[src/inc/blav_pkg.sv]
package blav_pkg;
    // ****************************************************
    // clock and timing
    // ****************************************************
    localparam int unsigned CLK_MHZ = 125;
    localparam int unsigned CLK_HZ = CLK_MHZ * 1000000;
    localparam int unsigned CYC_PER_MS = CLK_MHZ * 1000;
    localparam int unsigned PER_UNIT_NS = 10000;
    localparam logic [10:0] PER_UNIT_CYC = 11'((PER_UNIT_NS * CLK_MHZ) / 1000);
    localparam int unsigned DEAD_STEP_NS = 40;
    localparam logic [6:0] DEAD_STEP_CYC = 7'((DEAD_STEP_NS * CLK_MHZ) / 1000);
    localparam int unsigned PWM_BASE_HZ = 25000;
    localparam int unsigned LOCK_OFF_MS = 5;
    localparam int unsigned ETR_MS = 1;
    // ****************************************************
    // thresholds and scaling
    // ****************************************************
    localparam logic [11:0] NO_MOTOR_MA = 12'h08c;
    localparam logic [19:0] SPEED_NUM = 20'hf4240;
    localparam logic [4:0] DIV_STEPS = 5'h14;
    localparam logic [15:0] AMP_MARGIN = 16'h0100;
    localparam int unsigned RM_SH = 4;
    localparam int unsigned KT_SPD_SH = 6;
    localparam int unsigned KTC_SH = 8;
    localparam int unsigned KT_WIN_SH = 8;
    localparam int unsigned AVS_SH = 4;
    // ****************************************************
    // register offsets
    // ****************************************************
    localparam logic [7:0] ADR_STATUS = 8'h10;
    localparam logic [7:0] ADR_SPD_HI = 8'h11;
    localparam logic [7:0] ADR_SPD_LO = 8'h12;
    localparam logic [7:0] ADR_PER_HI = 8'h13;
    localparam logic [7:0] ADR_PER_LO = 8'h14;
    localparam logic [7:0] ADR_KT_HI = 8'h15;
    localparam logic [7:0] ADR_KT_LO = 8'h16;
    localparam logic [7:0] ADR_FAULT = 8'h1e;
    // ****************************************************
    // fault cause bit positions and reset values
    // ****************************************************
    localparam int unsigned LK_CUR = 0;
    localparam int unsigned LK_SPD = 1;
    localparam int unsigned LK_KT = 2;
    localparam int unsigned LK_NOMTR = 3;
    localparam int unsigned LK_OL = 4;
    localparam int unsigned LK_CL = 5;
    localparam logic [5:0] FAULT_RST = 6'h00;
    localparam logic [15:0] VALUE_RST = 16'h0000;
    localparam logic [1:0] TACH_DIV_RST = 2'h0;
endpackage

[src/rtl/blav_lock_fb.sv]
`timescale 1ns/1ns
// Notes on behaviour
// - keep BEMF estimates from phase U current with resistance, and from speed with constant.
// - speed BEMF far above amplitude for estimation-error time declares abnormal-speed lock.
// - integrate BEMF over half electrical cycle as measured constant; out of window locks.
// - at open-to-closed handoff, phase U current not above 140 mA is no-motor.
// - open loop past handoff rate, no BEMF within one electrical cycle locks.
// - closed loop, present commutation period over twice previous period locks.
// - mechanical and inductive anti-surge each have their own enable.
// - mechanical anti-surge buffers command, keeps output at or above constant times speed.
// - mechanical mode 0 applies the minimum-voltage limit always.
// - mechanical mode 1 lets motor regenerate, limits only once supply reaches 24 V.
// - 4-bit dead-time field gives 16 gaps from 40 ns to 640 ns.
// - PWM rate 25 kHz with double bit 0, 50 kHz with it 1.
// - tach divider defaults 00, one pulse every electrical cycle.
// - divider also gives two per three, one per two, one per three cycles.
// - tach output held high while rotor is locked.
// - open-loop tach: follow drive, hold high, or follow drive only first start.
// - 16-bit speed equals electrical frequency times 10, from phase U zero crossings.
// - MSB read snapshots LSB into shadow; LSB read returns shadow.
// - 16-bit electrical period between phase U zero crossings, in 10 us units.
// - measured BEMF constant refreshed every electrical cycle.
// - status reports thermal, sleep or standby, overcurrent and locked flags.
// - fault cause bits set even when scheme disabled, cleared at restart.
// - enabled lock goes high impedance, sets locked flag, restarts after lock-off time.
// - six lock enable bits disable each scheme individually.
module blav_lock_fb #(
    parameter int unsigned LOCK_OFF_CYC = blav_pkg::LOCK_OFF_MS * blav_pkg::CYC_PER_MS,
    parameter int unsigned ETR_CYC = blav_pkg::ETR_MS * blav_pkg::CYC_PER_MS,
    parameter int unsigned PWM_CYC_25K = blav_pkg::CLK_HZ / blav_pkg::PWM_BASE_HZ
) (
    input wire logic clk_sys_i,
    input wire logic rstn_i,
    input wire logic zc_u_i,
    input wire logic vcc_24v_i,
    input wire logic [11:0] i_u_ma_i,
    input wire logic [11:0] amp_i,
    input wire logic open_loop_i,
    input wire logic drive_half_i,
    input wire logic [15:0] ol_rate_i,
    input wire logic [15:0] handoff_thr_i,
    input wire logic handoff_i,
    input wire logic cur_trip_i,
    input wire logic thermal_flag_i,
    input wire logic sleep_flag_i,
    input wire logic overcurrent_flag_i,
    input wire logic [6:0] phase_resistance_setting_i,
    input wire logic [6:0] bemf_constant_setting_i,
    input wire logic [5:0] lock_scheme_enables_i,
    input wire logic mech_surge_enable_i,
    input wire logic inductive_surge_enable_i,
    input wire logic mech_surge_mode_i,
    input wire logic [3:0] dead_sel_i,
    input wire logic pwm_rate_double_i,
    input wire logic [1:0] tach_divider_sel_i,
    input wire logic [1:0] tach_open_loop_sel_i,
    input wire logic [7:0] speed_cmd_i,
    input wire logic rd_stb_i,
    input wire logic [7:0] rd_addr_i,
    output logic [7:0] rd_data_o,
    output logic tach_output_o,
    output logic hiz_o,
    output logic restart_o,
    output logic rotor_locked_flag_o,
    output logic [5:0] fault_cause_bits_o,
    output logic [7:0] cmd_buf_o,
    output logic [6:0] dead_cyc_o,
    output logic [12:0] pwm_period_o,
    output logic ind_surge_act_o
);
    import blav_pkg::*;

    // ****************************************************
    // state
    // ****************************************************
    typedef struct packed {
        logic zc_m;
        logic zc_s;
        logic zc_d;
        logic v24_m;
        logic v24_s;
        logic [10:0] tick_cnt;
        logic [15:0] per_cnt;
        logic [15:0] period;
        logic have_per;
        logic [19:0] div_num;
        logic [16:0] div_rem;
        logic [4:0] div_cnt;
        logic [15:0] speed;
        logic [27:0] acc;
        logic [15:0] ktc;
        logic [23:0] etr_cnt;
        logic [1:0] ol_halves;
        logic [5:0] faults;
        logic locked;
        logic hiz;
        logic [23:0] off_cnt;
        logic restart;
        logic [7:0] sh_spd;
        logic [7:0] sh_per;
        logic [7:0] sh_kt;
        logic [7:0] rd_data;
        logic [2:0] half_idx;
        logic tach;
        logic first_done;
        logic [7:0] cmd_buf;
        logic [6:0] dead_cyc;
        logic [12:0] pwm_per;
        logic ind_act;
    } blav_state_t;

    blav_state_t st_ff;
    blav_state_t nxt_st;
    logic [1:0] rst_ff;
    logic rst_n;

    // ****************************************************
    // reset release
    // ****************************************************
    always_ff @(posedge clk_sys_i or negedge rstn_i) begin
        if (!rstn_i) begin
            rst_ff <= 2'h0;
        end else begin
            rst_ff <= {rst_ff[0], 1'b1};
        end
    end
    assign rst_n = rst_ff[1];

    function automatic logic [2:0] blav_tach_len(input logic [1:0] sel);
        unique case (sel)
            2'h0: blav_tach_len = 3'h2;
            2'h1: blav_tach_len = 3'h6;
            2'h2: blav_tach_len = 3'h4;
            2'h3: blav_tach_len = 3'h6;
        endcase
    endfunction

    function automatic logic blav_tach_lvl(input logic [1:0] sel, input logic [2:0] idx);
        unique case (sel)
            2'h0: blav_tach_lvl = (idx == 3'h0);
            2'h1: blav_tach_lvl = (idx == 3'h0) || (idx == 3'h2);
            2'h2: blav_tach_lvl = (idx < 3'h2);
            2'h3: blav_tach_lvl = (idx < 3'h3);
        endcase
    endfunction

    // ****************************************************
    // estimates and detectors
    // ****************************************************
    logic zc_rise;
    logic zc_fall;
    logic tick;
    logic [18:0] ir_drop;
    logic [15:0] bemf_cur;
    logic [22:0] spd_prod;
    logic [15:0] bemf_spd;
    logic [15:0] bemf_spd_cmd;
    logic [7:0] bemf_cmd;
    logic [15:0] kt_ref;
    logic [5:0] det;
    logic trig;
    logic avs_on;

    assign zc_rise = st_ff.zc_s && !st_ff.zc_d;
    assign zc_fall = !st_ff.zc_s && st_ff.zc_d;
    assign tick = (st_ff.tick_cnt == PER_UNIT_CYC - 11'h1);
    // current-based estimate: amplitude minus drop across winding
    assign ir_drop = (19'(i_u_ma_i) * 19'(phase_resistance_setting_i)) >> RM_SH;
    assign bemf_cur = (19'(amp_i) > ir_drop) ? 16'(19'(amp_i) - ir_drop) : 16'h0000;
    // speed-based estimate: constant times speed
    assign spd_prod = (23'(st_ff.speed) * 23'(bemf_constant_setting_i)) >> KT_SPD_SH;
    assign bemf_spd = (spd_prod[22:16] != 7'h00) ? 16'hffff : spd_prod[15:0];
    assign bemf_spd_cmd = bemf_spd >> AVS_SH;
    assign bemf_cmd = (bemf_spd_cmd[15:8] != 8'h00) ? 8'hff : bemf_spd_cmd[7:0];
    assign kt_ref = 16'(bemf_constant_setting_i) << KT_WIN_SH;

    always_comb begin
        det = 6'h00;
        if (!st_ff.hiz) begin
            det[LK_CUR] = cur_trip_i;
            det[LK_SPD] = !open_loop_i && (st_ff.etr_cnt == 24'(ETR_CYC - 1));
            // a constant outside half to twice the programmed one marks a stall
            det[LK_KT] = !open_loop_i && zc_fall && st_ff.have_per
                && ((st_ff.ktc > {kt_ref[14:0], 1'b0}) || (st_ff.ktc < {1'b0, kt_ref[15:1]}));
            det[LK_NOMTR] = handoff_i && (i_u_ma_i <= NO_MOTOR_MA);
            det[LK_OL] = open_loop_i && (ol_rate_i > handoff_thr_i) && !zc_rise
                && drive_half_i && (st_ff.ol_halves == 2'h1);
            det[LK_CL] = !open_loop_i && st_ff.have_per
                && ({1'b0, st_ff.per_cnt} > {st_ff.period, 1'b0});
        end
    end
    assign trig = |(det & lock_scheme_enables_i);
    assign avs_on = mech_surge_enable_i && (!mech_surge_mode_i || st_ff.v24_s);

    // ****************************************************
    // next state
    // ****************************************************
    always_comb begin
        logic [16:0] rem2;
        logic ev;
        logic [2:0] idx_n;
        rem2 = 17'h00000;
        ev = 1'b0;
        idx_n = 3'h0;
        nxt_st = st_ff;
        nxt_st.zc_m = zc_u_i;
        nxt_st.zc_s = st_ff.zc_m;
        nxt_st.zc_d = st_ff.zc_s;
        nxt_st.v24_m = vcc_24v_i;
        nxt_st.v24_s = st_ff.v24_m;
        nxt_st.restart = 1'b0;

        // period in 10 us units between rising zero crossings
        nxt_st.tick_cnt = tick ? 11'h000 : st_ff.tick_cnt + 11'h001;
        if (zc_rise) begin
            nxt_st.period = st_ff.per_cnt;
            nxt_st.per_cnt = 16'h0000;
            nxt_st.have_per = (st_ff.per_cnt != 16'h0000);
            if (st_ff.per_cnt != 16'h0000) begin
                nxt_st.div_num = SPEED_NUM;
                nxt_st.div_rem = 17'h00000;
                nxt_st.div_cnt = DIV_STEPS;
            end
        end else if (tick) begin
            if (st_ff.per_cnt == 16'hffff) begin
                // stopped motor: no crossings left to measure
                nxt_st.have_per = 1'b0;
                nxt_st.speed = 16'h0000;
            end else begin
                nxt_st.per_cnt = st_ff.per_cnt + 16'h0001;
            end
        end

        // serial divider, one quotient bit a cycle keeps the area small
        if (st_ff.div_cnt != 5'h00) begin
            rem2 = {st_ff.div_rem[15:0], st_ff.div_num[19]};
            if (rem2 >= {1'b0, st_ff.period}) begin
                nxt_st.div_rem = rem2 - {1'b0, st_ff.period};
                nxt_st.div_num = {st_ff.div_num[18:0], 1'b1};
            end else begin
                nxt_st.div_rem = rem2;
                nxt_st.div_num = {st_ff.div_num[18:0], 1'b0};
            end
            nxt_st.div_cnt = st_ff.div_cnt - 5'h01;
            if (st_ff.div_cnt == 5'h01) begin
                nxt_st.speed = (nxt_st.div_num[19:16] != 4'h0) ? 16'hffff
                    : nxt_st.div_num[15:0];
            end
        end

        // half-cycle integral of the current-based estimate
        if (st_ff.zc_s && tick) begin
            nxt_st.acc = st_ff.acc + 28'(bemf_cur);
        end
        if (zc_rise) begin
            nxt_st.acc = 28'h0000000;
        end
        if (zc_fall) begin
            nxt_st.ktc = (st_ff.acc[27:16 + KTC_SH] != '0) ? 16'hffff
                : st_ff.acc[15 + KTC_SH:KTC_SH];
        end

        // abnormal speed timer
        if (!open_loop_i && (bemf_spd > 16'(amp_i) + AMP_MARGIN) && !st_ff.hiz) begin
            if (st_ff.etr_cnt != 24'(ETR_CYC - 1)) begin
                nxt_st.etr_cnt = st_ff.etr_cnt + 24'h000001;
            end
        end else begin
            nxt_st.etr_cnt = 24'h000000;
        end

        // open-loop drive half cycles seen since the rate passed handoff
        if (!open_loop_i || zc_rise || (ol_rate_i <= handoff_thr_i)) begin
            nxt_st.ol_halves = 2'h0;
        end else if (drive_half_i && st_ff.ol_halves != 2'h2) begin
            nxt_st.ol_halves = st_ff.ol_halves + 2'h1;
        end

        // lock handling; det is gated off while hiz, so the cause bits clear to zero in the restart cycle
        if (st_ff.hiz) begin
            if (st_ff.off_cnt == 24'h000000) begin
                nxt_st.hiz = 1'b0;
                nxt_st.locked = 1'b0;
                nxt_st.restart = 1'b1;
                nxt_st.faults = det;
            end else begin
                nxt_st.off_cnt = st_ff.off_cnt - 24'h000001;
            end
        end else begin
            nxt_st.faults = st_ff.faults | det;
            if (trig) begin
                nxt_st.hiz = 1'b1;
                nxt_st.locked = 1'b1;
                nxt_st.off_cnt = 24'(LOCK_OFF_CYC - 1);
            end
        end

        // tach output
        if (handoff_i) begin
            nxt_st.first_done = 1'b1;
        end
        ev = open_loop_i ? drive_half_i : (zc_rise || zc_fall);
        if (ev) begin
            idx_n = st_ff.half_idx + 3'h1;
            if (idx_n >= blav_tach_len(tach_divider_sel_i)) begin
                idx_n = 3'h0;
            end
            nxt_st.half_idx = idx_n;
        end
        if (st_ff.locked) begin
            nxt_st.tach = 1'b1;
        end else if (open_loop_i && ((tach_open_loop_sel_i == 2'h1)
            || (tach_open_loop_sel_i == 2'h2 && st_ff.first_done))) begin
            nxt_st.tach = 1'b1;
        end else begin
            nxt_st.tach = blav_tach_lvl(tach_divider_sel_i, nxt_st.half_idx);
        end

        // anti-surge and PWM settings
        nxt_st.cmd_buf = (avs_on && speed_cmd_i < bemf_cmd) ? bemf_cmd : speed_cmd_i;
        nxt_st.ind_act = inductive_surge_enable_i && st_ff.hiz;
        nxt_st.dead_cyc = 7'(({3'h0, dead_sel_i} + 7'h01) * DEAD_STEP_CYC);
        nxt_st.pwm_per = pwm_rate_double_i ? 13'(PWM_CYC_25K / 2) : 13'(PWM_CYC_25K);

        // register reads, answered on the next edge
        if (rd_stb_i) begin
            unique case (rd_addr_i)
                ADR_STATUS: nxt_st.rd_data = {thermal_flag_i, sleep_flag_i,
                    overcurrent_flag_i, st_ff.locked, 4'h0};
                ADR_SPD_HI: begin
                    nxt_st.rd_data = st_ff.speed[15:8];
                    nxt_st.sh_spd = st_ff.speed[7:0];
                end
                ADR_SPD_LO: nxt_st.rd_data = st_ff.sh_spd;
                ADR_PER_HI: begin
                    nxt_st.rd_data = st_ff.period[15:8];
                    nxt_st.sh_per = st_ff.period[7:0];
                end
                ADR_PER_LO: nxt_st.rd_data = st_ff.sh_per;
                ADR_KT_HI: begin
                    nxt_st.rd_data = st_ff.ktc[15:8];
                    nxt_st.sh_kt = st_ff.ktc[7:0];
                end
                ADR_KT_LO: nxt_st.rd_data = st_ff.sh_kt;
                ADR_FAULT: nxt_st.rd_data = {2'h0, st_ff.faults};
                default: nxt_st.rd_data = 8'h00;
            endcase
        end
    end

    always_ff @(posedge clk_sys_i or negedge rst_n) begin
        if (!rst_n) begin
            st_ff <= '0;
            st_ff.faults <= FAULT_RST;
            st_ff.speed <= VALUE_RST;
            st_ff.pwm_per <= 13'(PWM_CYC_25K);
            st_ff.dead_cyc <= DEAD_STEP_CYC;
        end else begin
            st_ff <= nxt_st;
        end
    end

    assign rd_data_o = st_ff.rd_data;
    assign tach_output_o = st_ff.tach;
    assign hiz_o = st_ff.hiz;
    assign restart_o = st_ff.restart;
    assign rotor_locked_flag_o = st_ff.locked;
    assign fault_cause_bits_o = st_ff.faults;
    assign cmd_buf_o = st_ff.cmd_buf;
    assign dead_cyc_o = st_ff.dead_cyc;
    assign pwm_period_o = st_ff.pwm_per;
    assign ind_surge_act_o = st_ff.ind_act;
endmodule

[config.mk]
export PLATFORM = sky130hd
export DESIGN_NAME = blav_lock_fb
export DESIGN_NICKNAME = d
export VERILOG_FILES = /design/src/inc/blav_pkg.sv /design/src/rtl/blav_lock_fb.sv
export SDC_FILE = /design/constraint.sdc
export NUM_CORES = 1
export LEC_CHECK = 0
export ABC_AREA = 1
export BUFFER_PORTS_ARGS = -buffer_cell sky130_fd_sc_hd__buf_2
export CAP_MARGIN = 20
export CORE_UTILIZATION = 50
export DETAILED_ROUTE_END_ITERATION = 8
export PLACE_DENSITY = 0.67
export SETUP_SLACK_MARGIN = 0.15
export SYNTH_ARGS = -nofsm -noshare
export SYNTH_HDL_FRONTEND = slang
export SYNTH_SLANG_ARGS = --single-unit
[constraint.sdc]
create_clock -name clk_sys_i -period 11 [get_ports clk_sys_i]
set_clock_uncertainty 0.2 [all_clocks]
set_input_delay 1.65 -clock clk_sys_i [delete_from_list [all_inputs] [get_ports clk_sys_i]]
set_output_delay 1.65 -clock clk_sys_i [all_outputs]
set_load 0.02 [all_outputs]
==> metrics.md, run 1 <==
| Metric | Value |
|---|---|
| CP Max Fanout | `13` |
| Detail Placement HPWL | `43.1 mm` |
| Leading register cell type out of synthesis | `dfrtp_1` |
| Via count of the routed design | `19200` |
| Library cell with the highest instance count after synthesis | `nand2_1` |
| Total core area | `44600 sq um` |
| Critical path's slowest cell | `fa_1` |
| Worst Setup End Kind | `flip-flop` |
| Setup violators final | `0` |
| Max stage delay on crit path | `0.54 ns` |
| Flops & latches, synth | `around 270` |
| Largest cells by area after synthesis | `dfrtp_1 (29%), ha_1 (11%), nand2_1 (11%), fa_1 (11%), inv_1 (8.5%)` |
| Clock latency at the later pin of the worst-skew pair | `around 0.59 ns` |
| Async set-reset flop share out of synthesis | `1.00` |
| Time the worst path needs with I/O delays and setup | `9.10 ns` |
| Number of DRC violations after detailed-routing iteration 0 | `1230` |
| Antenna Nets Post-Route | `0` |
| Critical path required time | `11.27 ns` |
| Y dimension of the die | `around 220 um` |
| Startpoint types | `input pin` |
| Setup_tns | `0 ns` |
| Clock sink count | `266` |
| Number of buffers inserted for hold repair after clock tree synthesis | `0` |
| Most numerous cell on the critical path | `nand2_1` |
| Remaining DRCs | `0` |
| Type of the worst min-delay path | `reg2async` |
| Signal arrival time at the worst endpoint | `9.37 ns` |
| Util after Layout | `0.556` |
| Slack of the worst reg-to-reg path | `4.51 ns` |
| Number of buffers created by CTS | `31` |
| Number of cells produced by synthesis | `2922` |
| Area delta synth->final | `8.96%` |
| Share of layout cells above drive strength 1 | `0.113` |
| EDFF count, synth | `0` |
| Number of global-route vias before repair | `18900` |
| Global-route congestion overflow total | `0` |
| Slack of the critical path | `1.90 ns` |
| Worst slew slack as a fraction of its limit | `0.341` |
| Total number of H-tree levels | `1` |
| Number of port buffers | `155` |
| Overall track demand over capacity in global routing | `0.241` |
| Register area share after synthesis | `0.292` |
| Setup WS pre-CTS | `1.37 ns` |
| Post-Synthesis Cell Area | `22800 sq um` |
| Number of setup buffers added after CTS | `0` |
| Ratio of final minimum period to clock period | `0.827` |
| Placement row count | `77` |
| First-pass iteration count of the detailed router | `5` |
| Footprint of the multi-input gates | `13500 sq um` |
| Die outline width | `about 220 um` |
| Count of boundary I/O pins | `163` |
| Worst slack on hold paths | `0.123 ns` |
| Detailed-route wire length per cell | `15.2 um` |
| Effective utilization at floorplan | `0.511` |
| Worst slew pin tran | `between 0.9 and 1 ns` |
| Total number of nets in the final design | `3447` |
| Floorplan die area | `46400 sq um` |
| Cell variety after synth | `69` |
| Share of the synthesized area in the top cell type | `0.289` |
| Final weighted congestion in routability-driven placement | `between 0.8 and 0.9` |
| Gates resized, CTS repair | `0` |
| WL final | `55.1 mm` |
| Synthesized area divided by synthesized cell count | `7.79 sq um` |
| Fmax | `between 100 and 150 MHz` |
| TritonCTS clock tree | `yes` |
| Run status | `complete, no violations` |
| Most numerous cell types in the synthesized netlist | `nand2_1 (666), inv_1 (518), dfrtp_1 (263)` |
| Initial antenna violation count | `2` |
| Fill cell instance count of the final layout | `4139` |
| Wire length of the first global-routing pass | `92.3 mm` |
| Via density per instance | `5.31` |
| Max-cap violation count | `0` |
| Critical path class | `in2reg` |
| RSZ-0062 raised after global routing | `no` |
| Max Root-Sink Buffers | `3` |
| Largest net degree at the start of global routing | `slightly below 80` |
| Register cell area after layout | `6660 sq um` |
| Yosys warning total | `0` |
| CTS root buffer | `clkbuf_16` |
| Post-CTS clock slew at the launch and capture registers of the worst setup and hold paths | `roughly 0.06 ns` |
| Library cell with the largest summed area after synthesis | `dfrtp_1` |
| Final Slew Violations | `0` |
| Count of final hold-check violations | `0` |
==> registers in the layout, indices dropped and copies added, names as in the netlist <==
| register | count |
|---|---|
| rd_data_o | 8 |
| restart_o | 1 |
| nxt_st | 3 |
| fault_cause_bits_o | 6 |
| dead_cyc_o | 7 |
| hiz_o | 1 |
| cmd_buf_o | 8 |
| rst_ff | 2 |
| pwm_period_o | 2 |
| ind_surge_act_o | 1 |
| rotor_locked_flag_o | 1 |
| st_ff | 225 |
| tach_output_o | 1 |
==> path summary, 6_finish.rpt <==
path                                               start           end  depth (start not counted)
min reg2reg                                    rst_ff[1]    st_ff[251]                          0
min                                            rst_ff[1]    st_ff[251]                          0
max in group asynchronous                      rst_ff[1]  cmd_buf_o[7]                          3
max                        phase_resistance_setting_i[6]    st_ff[152]                         41
min in group clk_sys_i                       nxt_st[271]    st_ff[271]                          0
max reg2reg                                   st_ff[178]    st_ff[121]                         25
==> per-stage QoR <==
stage                     cell area, sq um  cells
after floorplan                      22800   2930
after global placement               23700   3560
after detailed placement             23700   3562
after CTS                            24800   3617
after global routing                 24800   3621
final                                24800   3621
==> critical path: cells and delay by family <==
| family | cells | cell delay [ns] |
|---|---|---|
| compound gates | 12 | 2.30 |
| fa+ha+maj | 7 | 3.00 |
| xor+xnor | 1 | 0.16 |
| buf+inv | 6 | 0.64 |
| simple gates | 15 | 1.61 |
==> layer usage <==
layer  track usage  up-vias  part of all wire
li1              -     9480                 -
met1         0.330     9205              0.46
met2         0.405      448              0.47
met3        0.0316       82             0.051
met4        0.0598        0             0.023
met5             0        -                 0
==> layout by cell type (no fill, tap or decap), types with 31 or more instances in the layout <==
| cell | synthesis | layout |
|---|---|---|
| nand2_1 | 666 | 666 |
| inv_1 | 518 | 518 |
| dfrtp_1 | 263 | 262 |
| ha_1 | 205 | 205 |
| nor2_1 | 170 | 170 |
| o21ai_0 | 164 | 164 |
| buf_2 | 2 | 159 |
| a21oi_1 | 156 | 156 |
| fa_1 | 120 | 120 |
| nand3_1 | 85 | 85 |
| xor2_1 | 52 | 52 |
| nand4_1 | 48 | 48 |
| nor3_1 | 47 | 46 |
| xnor2_1 | 32 | 32 |
| clkbuf_16 | 0 | 31 |
==> cells by family (layout without fill, tap and decap cells) <==
family | Yosys count | after routing | share of synthesized area
buf+inv | 660 | 758 | 0.118
other cells | 2 | 11 | 0.000330
compound gates | 447 | 447 | 0.114
mux | 14 | 14 | 0.00687
flops | 266 | 266 | 0.292
simple gates | 1124 | 1124 | 0.219
xor+xnor | 84 | 84 | 0.0323
fa+ha+maj | 325 | 325 | 0.218
==> layout make-up <==
class / count / share of cell area
Sequential cell: 266 / 0.269
Tap cell: 592 / 0.0299
Inverter: 534 / 0.0808
Timing Repair Buffer: 169 / 0.0359
Clock buffer: 40 / 0.0350
Antenna cell: 1 / 0.000101
Multi-Input combinational cell: 2004 / 0.543
Clock inverter: 15 / 0.00661
Power of run 1 is not shown: default switching activity piles up to over one toggle a cycle in this logic, so the estimate is an artifact.
==> run 2, diff against run 1 <==
- clock period: 11 -> 8.7 ns (I/O delays scaled with it)
==> metrics.md, run 2 (synthesis results as in run 1) <==
| Metric | Value |
|---|---|
| Run status | `complete, no violations` |
| Global-route congestion overflow total | `0 (unchanged)` |
| Floorplan die area | `46400 sq um (unchanged)` |
| Util after Layout | `0.561 (+0.00499)` |
| Via density per instance | `5.33 (+0.53%)` |
| Clock latency at the later pin of the worst-skew pair | `0.57 ns (-0.02 ns)` |
| Worst slack on hold paths | `0.147 ns (+0.0244 ns)` |
| Share of layout cells above drive strength 1 | `0.121 (+0.00758)` |
| Post-CTS clock slew at the launch and capture registers of the worst setup and hold paths | `0.06 ns (about the same)` |
| Critical path required time | `8.96 ns (-2.31 ns)` |
| Count of final hold-check violations | `0 (unchanged)` |
| Max-cap violation count | `0 (unchanged)` |
| Max stage delay on crit path | `0.54 ns (about the same)` |
| Signal arrival time at the worst endpoint | `8.36 ns (-1.01 ns)` |
| Placement row count | `77 (unchanged)` |
| Highest metal layer used by the detailed router | `met5` |
| Time the worst path needs with I/O delays and setup | `8.10 ns` |
| Initial antenna violation count | `2 (unchanged)` |
| Number of port buffers | `155 (unchanged)` |
| TritonCTS clock tree | `yes` |
| Detail Placement HPWL | `44.1 mm (+2.3%)` |
| Total core area | `44600 sq um (unchanged)` |
| Area delta synth->final | `9.93%` |
| Worst Setup End Kind | `flip-flop` |
| Ratio of final minimum period to clock period | `0.931` |
| Effective utilization at floorplan | `0.511 (unchanged)` |
| Wire length on met1 | `25.4 mm (+0.91%)` |
| Clock sink count | `266 (unchanged)` |
| WL final | `56.4 mm (+2.4%)` |
| Startpoint types | `input pin` |
| CTS root buffer | `clkbuf_16` |
| Setup violators final | `0 (unchanged)` |
| Largest net degree at the start of global routing | `78 (-1.3%)` |
| Final Slew Violations | `0 (unchanged)` |
| Commonest cells after routing, fill and taps aside | `nand2_1 (666), inv_1 (517), dfrtp_1 (262)` |
| CP Max Fanout | `7 (-6)` |
| Top register by number of flip-flops | `st_ff` |
| Met2 routed WL | `27.0 mm (+4.4%)` |
| Most numerous cell on the critical path | `nand2_1` |
| Fmax | `124 MHz` |
| Total number of H-tree levels | `1 (unchanged)` |
| Via count of the routed design | `19400 (+1.0%)` |
| Die outline width | `215 um (unchanged)` |
| RSZ-0062 raised after global routing | `no` |
| Setup_tns | `0 ns (unchanged)` |
| Number of buffers created by CTS | `31 (unchanged)` |
| Most frequent standard cell in the layout excluding fill and tap cells | `nand2_1` |
| Y dimension of the die | `215 um (unchanged)` |
| Detailed-route wire length per cell | `15.5 um (+1.9%)` |
| Worst slew slack as a fraction of its limit | `0.327 (-0.0143)` |
| Final weighted congestion in routability-driven placement | `0.963 (+8.1%)` |
| Overall track demand over capacity in global routing | `0.244 (+0.00296)` |
| Number of buffers inserted for hold repair after clock tree synthesis | `0 (unchanged)` |
| Max Root-Sink Buffers | `3 (unchanged)` |
| Antenna Nets Post-Route | `0 (unchanged)` |
| First-pass iteration count of the detailed router | `7 (+2)` |
| Flip-flop count of the largest register after layout | `225 (unchanged)` |
| Critical path's slowest cell | `fa_1` |
| Type of the worst min-delay path | `reg2reg` |
| Detail Route met3 WL | `2.83 mm (+1.3%)` |
| Number of global-route vias before repair | `19100 (+0.76%)` |
| Count of boundary I/O pins | `163 (unchanged)` |
| Number of DRC violations after detailed-routing iteration 0 | `1204 (-2.1%)` |
| Remaining DRCs | `0 (unchanged)` |
| Critical path class | `in2reg` |
| Worst slew pin tran | `1.01 ns (+0.0185 ns)` |
| Wire length of the first global-routing pass | `93.7 mm (+1.6%)` |
| Total number of nets in the final design | `3461 (+0.41%)` |
run 2: path summary, 6_finish.rpt:
path | from | endpoint | slack, ns | cells after the start
max in group asynchronous | rst_ff[1] | st_ff[155] | 5.89 | 2
hold reg to reg | rst_ff[0] | rst_ff[1] | 0.15 | 0
hold / removal | rst_ff[0] | rst_ff[1] | 0.15 | 0
setup reg to reg | st_ff[172] | st_ff[110] | 2.23 | 25
setup / recovery | phase_resistance_setting_i[3] | st_ff[167] | 0.60 | 43
min in group asynchronous | rst_ff[1] | st_ff[248] | 0.23 | 0
run 2: final cells by class:
type	instances	area, sq um
Fill cell	4096	19600
Multi-Input combinational cell	2004	13500
Sequential cell	266	6660
Inverter	534	2000
Timing Repair Buffer	183	981
Clock buffer	43	891
Tap cell	592	741
Clock inverter	15	225
Antenna cell	1	2.50
run 2: through the flow:
| stage | std cells | setup slack (ns) | cell area, sq um |
|---|---|---|---|
| floorplan | 2930 | 0.169 | 22800 |
| global placement | 3575 | 0.166 | 23800 |
| detailed placement | 3576 | -0.0784 | 23900 |
| CTS | 3634 | 0.509 | 25000 |
| global route | 3638 | 0.171 | 25000 |
| finish | 3638 | 0.603 | 25000 |
run 2: critical path, delay by kind of cell:
kind	cells	cell delay (ns)
xor gates and xnor gates	1	0.15
adders and majority gates	8	3.13
AOI/OAI and AO/OA	10	1.49
buffers and inverters	8	0.61
and+or+nand+nor	16	1.68
run 2: routing by layer:
layer / GRT usage / vias to the layer above
met5: 0 / -
met4: 0.0591 / 2
met3: 0.0300 / 85
met2: 0.409 / 526
met1: 0.336 / 9288
li1: - / 9506
run 2: what timing repair did:
item                       4_1_cts  5_1_grt
setup endpoints to repair        0       18
resized for setup                0       14
buffers inserted                 0        1
Power of run 2 is left out for the same reason.
==> run 3, diff against run 2 <==
- REMOVE_ABC_BUFFERS: default -> 1
==> metrics.md, run 3 (synthesis results as in run 1) <==
| Metric | Value |
|---|---|
| Flip-flop count of the largest register after layout | `225 (unchanged)` |
| Setup WS pre-CTS | `-0.0219 ns (+0.0565 ns)` |
| Total number of nets in the final design | `3460 (-0.029%)` |
| Floorplan die area | `46400 sq um (unchanged)` |
| CTS root buffer | `clkbuf_16` |
| Detailed-route wire length per cell | `15.2 um (-1.7%)` |
| Wire length of the first global-routing pass | `93.2 mm (-0.57%)` |
| Area delta synth->final | `9.48%` |
| Number of port buffers | `155 (unchanged)` |
| Max Root-Sink Buffers | `3 (unchanged)` |
| Count of boundary I/O pins | `163 (unchanged)` |
| GR met2 Demand/Resource | `0.403 (-0.00656)` |
| CP startpoint | `phase_resistance_setting_i[3]` |
| Ratio of final minimum period to clock period | `0.914 (-0.0166)` |
| Worst Setup End Kind | `flip-flop` |
| Type of the worst min-delay path | `reg2async` |
| Y dimension of the die | `215 um (unchanged)` |
| Worst slew pin tran | `0.982 ns (-0.0249 ns)` |
| TritonCTS clock tree | `yes` |
| Commonest cells after routing, fill and taps aside | `nand2_1 (666), inv_1 (518), dfrtp_1 (262)` |
| Met1 demand-to-capacity share in global routing | `0.334 (-0.00214)` |
| Time the worst path needs with I/O delays and setup | `7.95 ns (-0.145 ns)` |
| Share of layout cells above drive strength 1 | `0.118 (-0.00251)` |
| Register cell area after layout | `6660 sq um (unchanged)` |
| Setup violators final | `0 (unchanged)` |
| RSZ-0062 raised after global routing | `no` |
| Overall track demand over capacity in global routing | `0.243 (-0.00152)` |
| Initial antenna violation count | `1 (-1)` |
| Count of final hold-check violations | `0 (unchanged)` |
| Worst slew slack as a fraction of its limit | `0.340 (+0.0130)` |
| Via density per instance | `5.31 (-0.39%)` |
| Final Slew Violations | `0 (unchanged)` |
| Remaining DRCs | `0 (unchanged)` |
| Signal arrival time at the worst endpoint | `8.26 ns (-0.10 ns)` |
| Antenna Nets Post-Route | `0 (unchanged)` |
| First-pass iteration count of the detailed router | `7 (unchanged)` |
| WL final | `55.4 mm (-1.8%)` |
| Slack of the critical path | `0.748 ns (+0.145 ns)` |
| Global-route congestion overflow total | `0 (unchanged)` |
| Critical path's slowest cell | `fa_1` |
| Via count of the routed design | `19300 (-0.47%)` |
| Die outline width | `215 um (unchanged)` |
| Max-cap violation count | `0 (unchanged)` |
| Detail Placement HPWL | `43.0 mm (-2.6%)` |
| Fmax | `126 MHz (+1.8%)` |
| Crit Reg-Reg Startpoint | `st_ff[178]` |
| Clock latency at the later pin of the worst-skew pair | `0.63 ns (+0.06 ns)` |
| Number of buffers created by CTS | `30 (-3.2%)` |
| Top register by number of flip-flops | `st_ff` |
| Run status | `complete, no violations` |
| Total number of H-tree levels | `1 (unchanged)` |
| Met3 demand-to-capacity share in global routing | `0.0292 (-0.000846)` |
| Fill cell instance count of the final layout | `4179 (+2.0%)` |
| Most frequent standard cell in the layout excluding fill and tap cells | `nand2_1` |
| Number of global-route vias before repair | `19100 (+0.29%)` |
| Post-CTS clock slew at the launch and capture registers of the worst setup and hold paths | `0.06 ns (about the same)` |
| Startpoint types | `input pin` |
| GR peak layer | `met2` |
| Total core area | `44600 sq um (unchanged)` |
| Number of DRC violations after detailed-routing iteration 0 | `1228 (+2.0%)` |
| Max stage delay on crit path | `0.55 ns (about the same)` |
| Effective utilization at floorplan | `0.511 (unchanged)` |
| Critical path required time | `9.01 ns (+0.05 ns)` |
| Final weighted congestion in routability-driven placement | `0.921 (-4.3%)` |
| Clock sink count | `266 (unchanged)` |
| CP Max Fanout | `7 (unchanged)` |
| Footprint of the multi-input gates | `13500 sq um (about the same)` |
| Number of buffers inserted for hold repair after clock tree synthesis | `0 (unchanged)` |
| Critical path class | `in2reg` |
| Most numerous cell on the critical path | `nand2_1` |
| Largest net degree at the start of global routing | `77 (-1.3%)` |
| Placement row count | `77 (unchanged)` |
## run 3: cell types whose count changed in the layout (fill, tap and decap cells not counted), sizes merged
cell / before / now
clkinvlp: 4 / 2
clkbuf: 45 / 47
inv: 534 / 532
bufinv: 5 / 1
clkinv: 6 / 9
## run 3: through the flow
| step | instances | hold slack (ns) | utilization | instance area (sq um) | TNS [ns] |
|---|---|---|---|---|---|
| global route | 3635 | 0.164 | 0.559 | 24900 | 0 |
| detailed placement | 3573 | 0.141 | 0.534 | 23800 | -0.0313 |
| CTS | 3628 | 0.156 | 0.556 | 24800 | 0 |
| finish | 3635 | 0.145 | 0.559 | 24900 | 0 |
| global placement | 3573 | 0.136 | 0.534 | 23800 | 0 |
| floorplan | 2804 | 0.131 | - | 22100 | -13.58 |
## run 3: worst max-delay path, delay by kind of cell
kind,cells,cell delay [ns]
XOR/XNOR,1,0.16
buffers and inverters,6,0.57
AND/OR/NAND/NOR,16,1.79
adder cells (fa/ha/maj),7,3.11
AO/OA/AOI/OAI,9,1.29
## run 3: per-layer routing
metal  wire length (um)  vias to the layer above
li1                   -                     9517
met1              25200                     9238
met3               2630                       93
met5                  0                        -
met2              26000                      467
met4               1530                        0
## run 3: repair_timing
| item | in CTS | in global routing |
|---|---|---|
| gates resized for setup | 0 | 14 |
| endpoints found under the setup margin | 0 | 17 |
| setup buffers | 0 | 3 |
## run 3: layout make-up
cell class,instances,area share
Clock buffer,45,0.0356
Sequential cell,266,0.267
Multi-Input combinational cell,2004,0.542
Timing Repair Buffer,183,0.0404
Antenna cell,1,0.000100
Clock inverter,10,0.00437
Inverter,534,0.0804
Tap cell,592,0.0297
## run 3: final timing paths
path                               endpoint  slack [ns]  cells after the start
worst min-delay path             st_ff[250]        0.15                      0
max in group asynchronous       nxt_st[271]        6.23                      2
min in group clk_sys_i            rst_ff[1]        0.15                      0
worst max register to register   st_ff[119]        2.23                     25
worst min register to register   st_ff[250]        0.15                      0
worst max-delay path             st_ff[166]        0.75                     39
Power of run 3 is left out for the same reason.
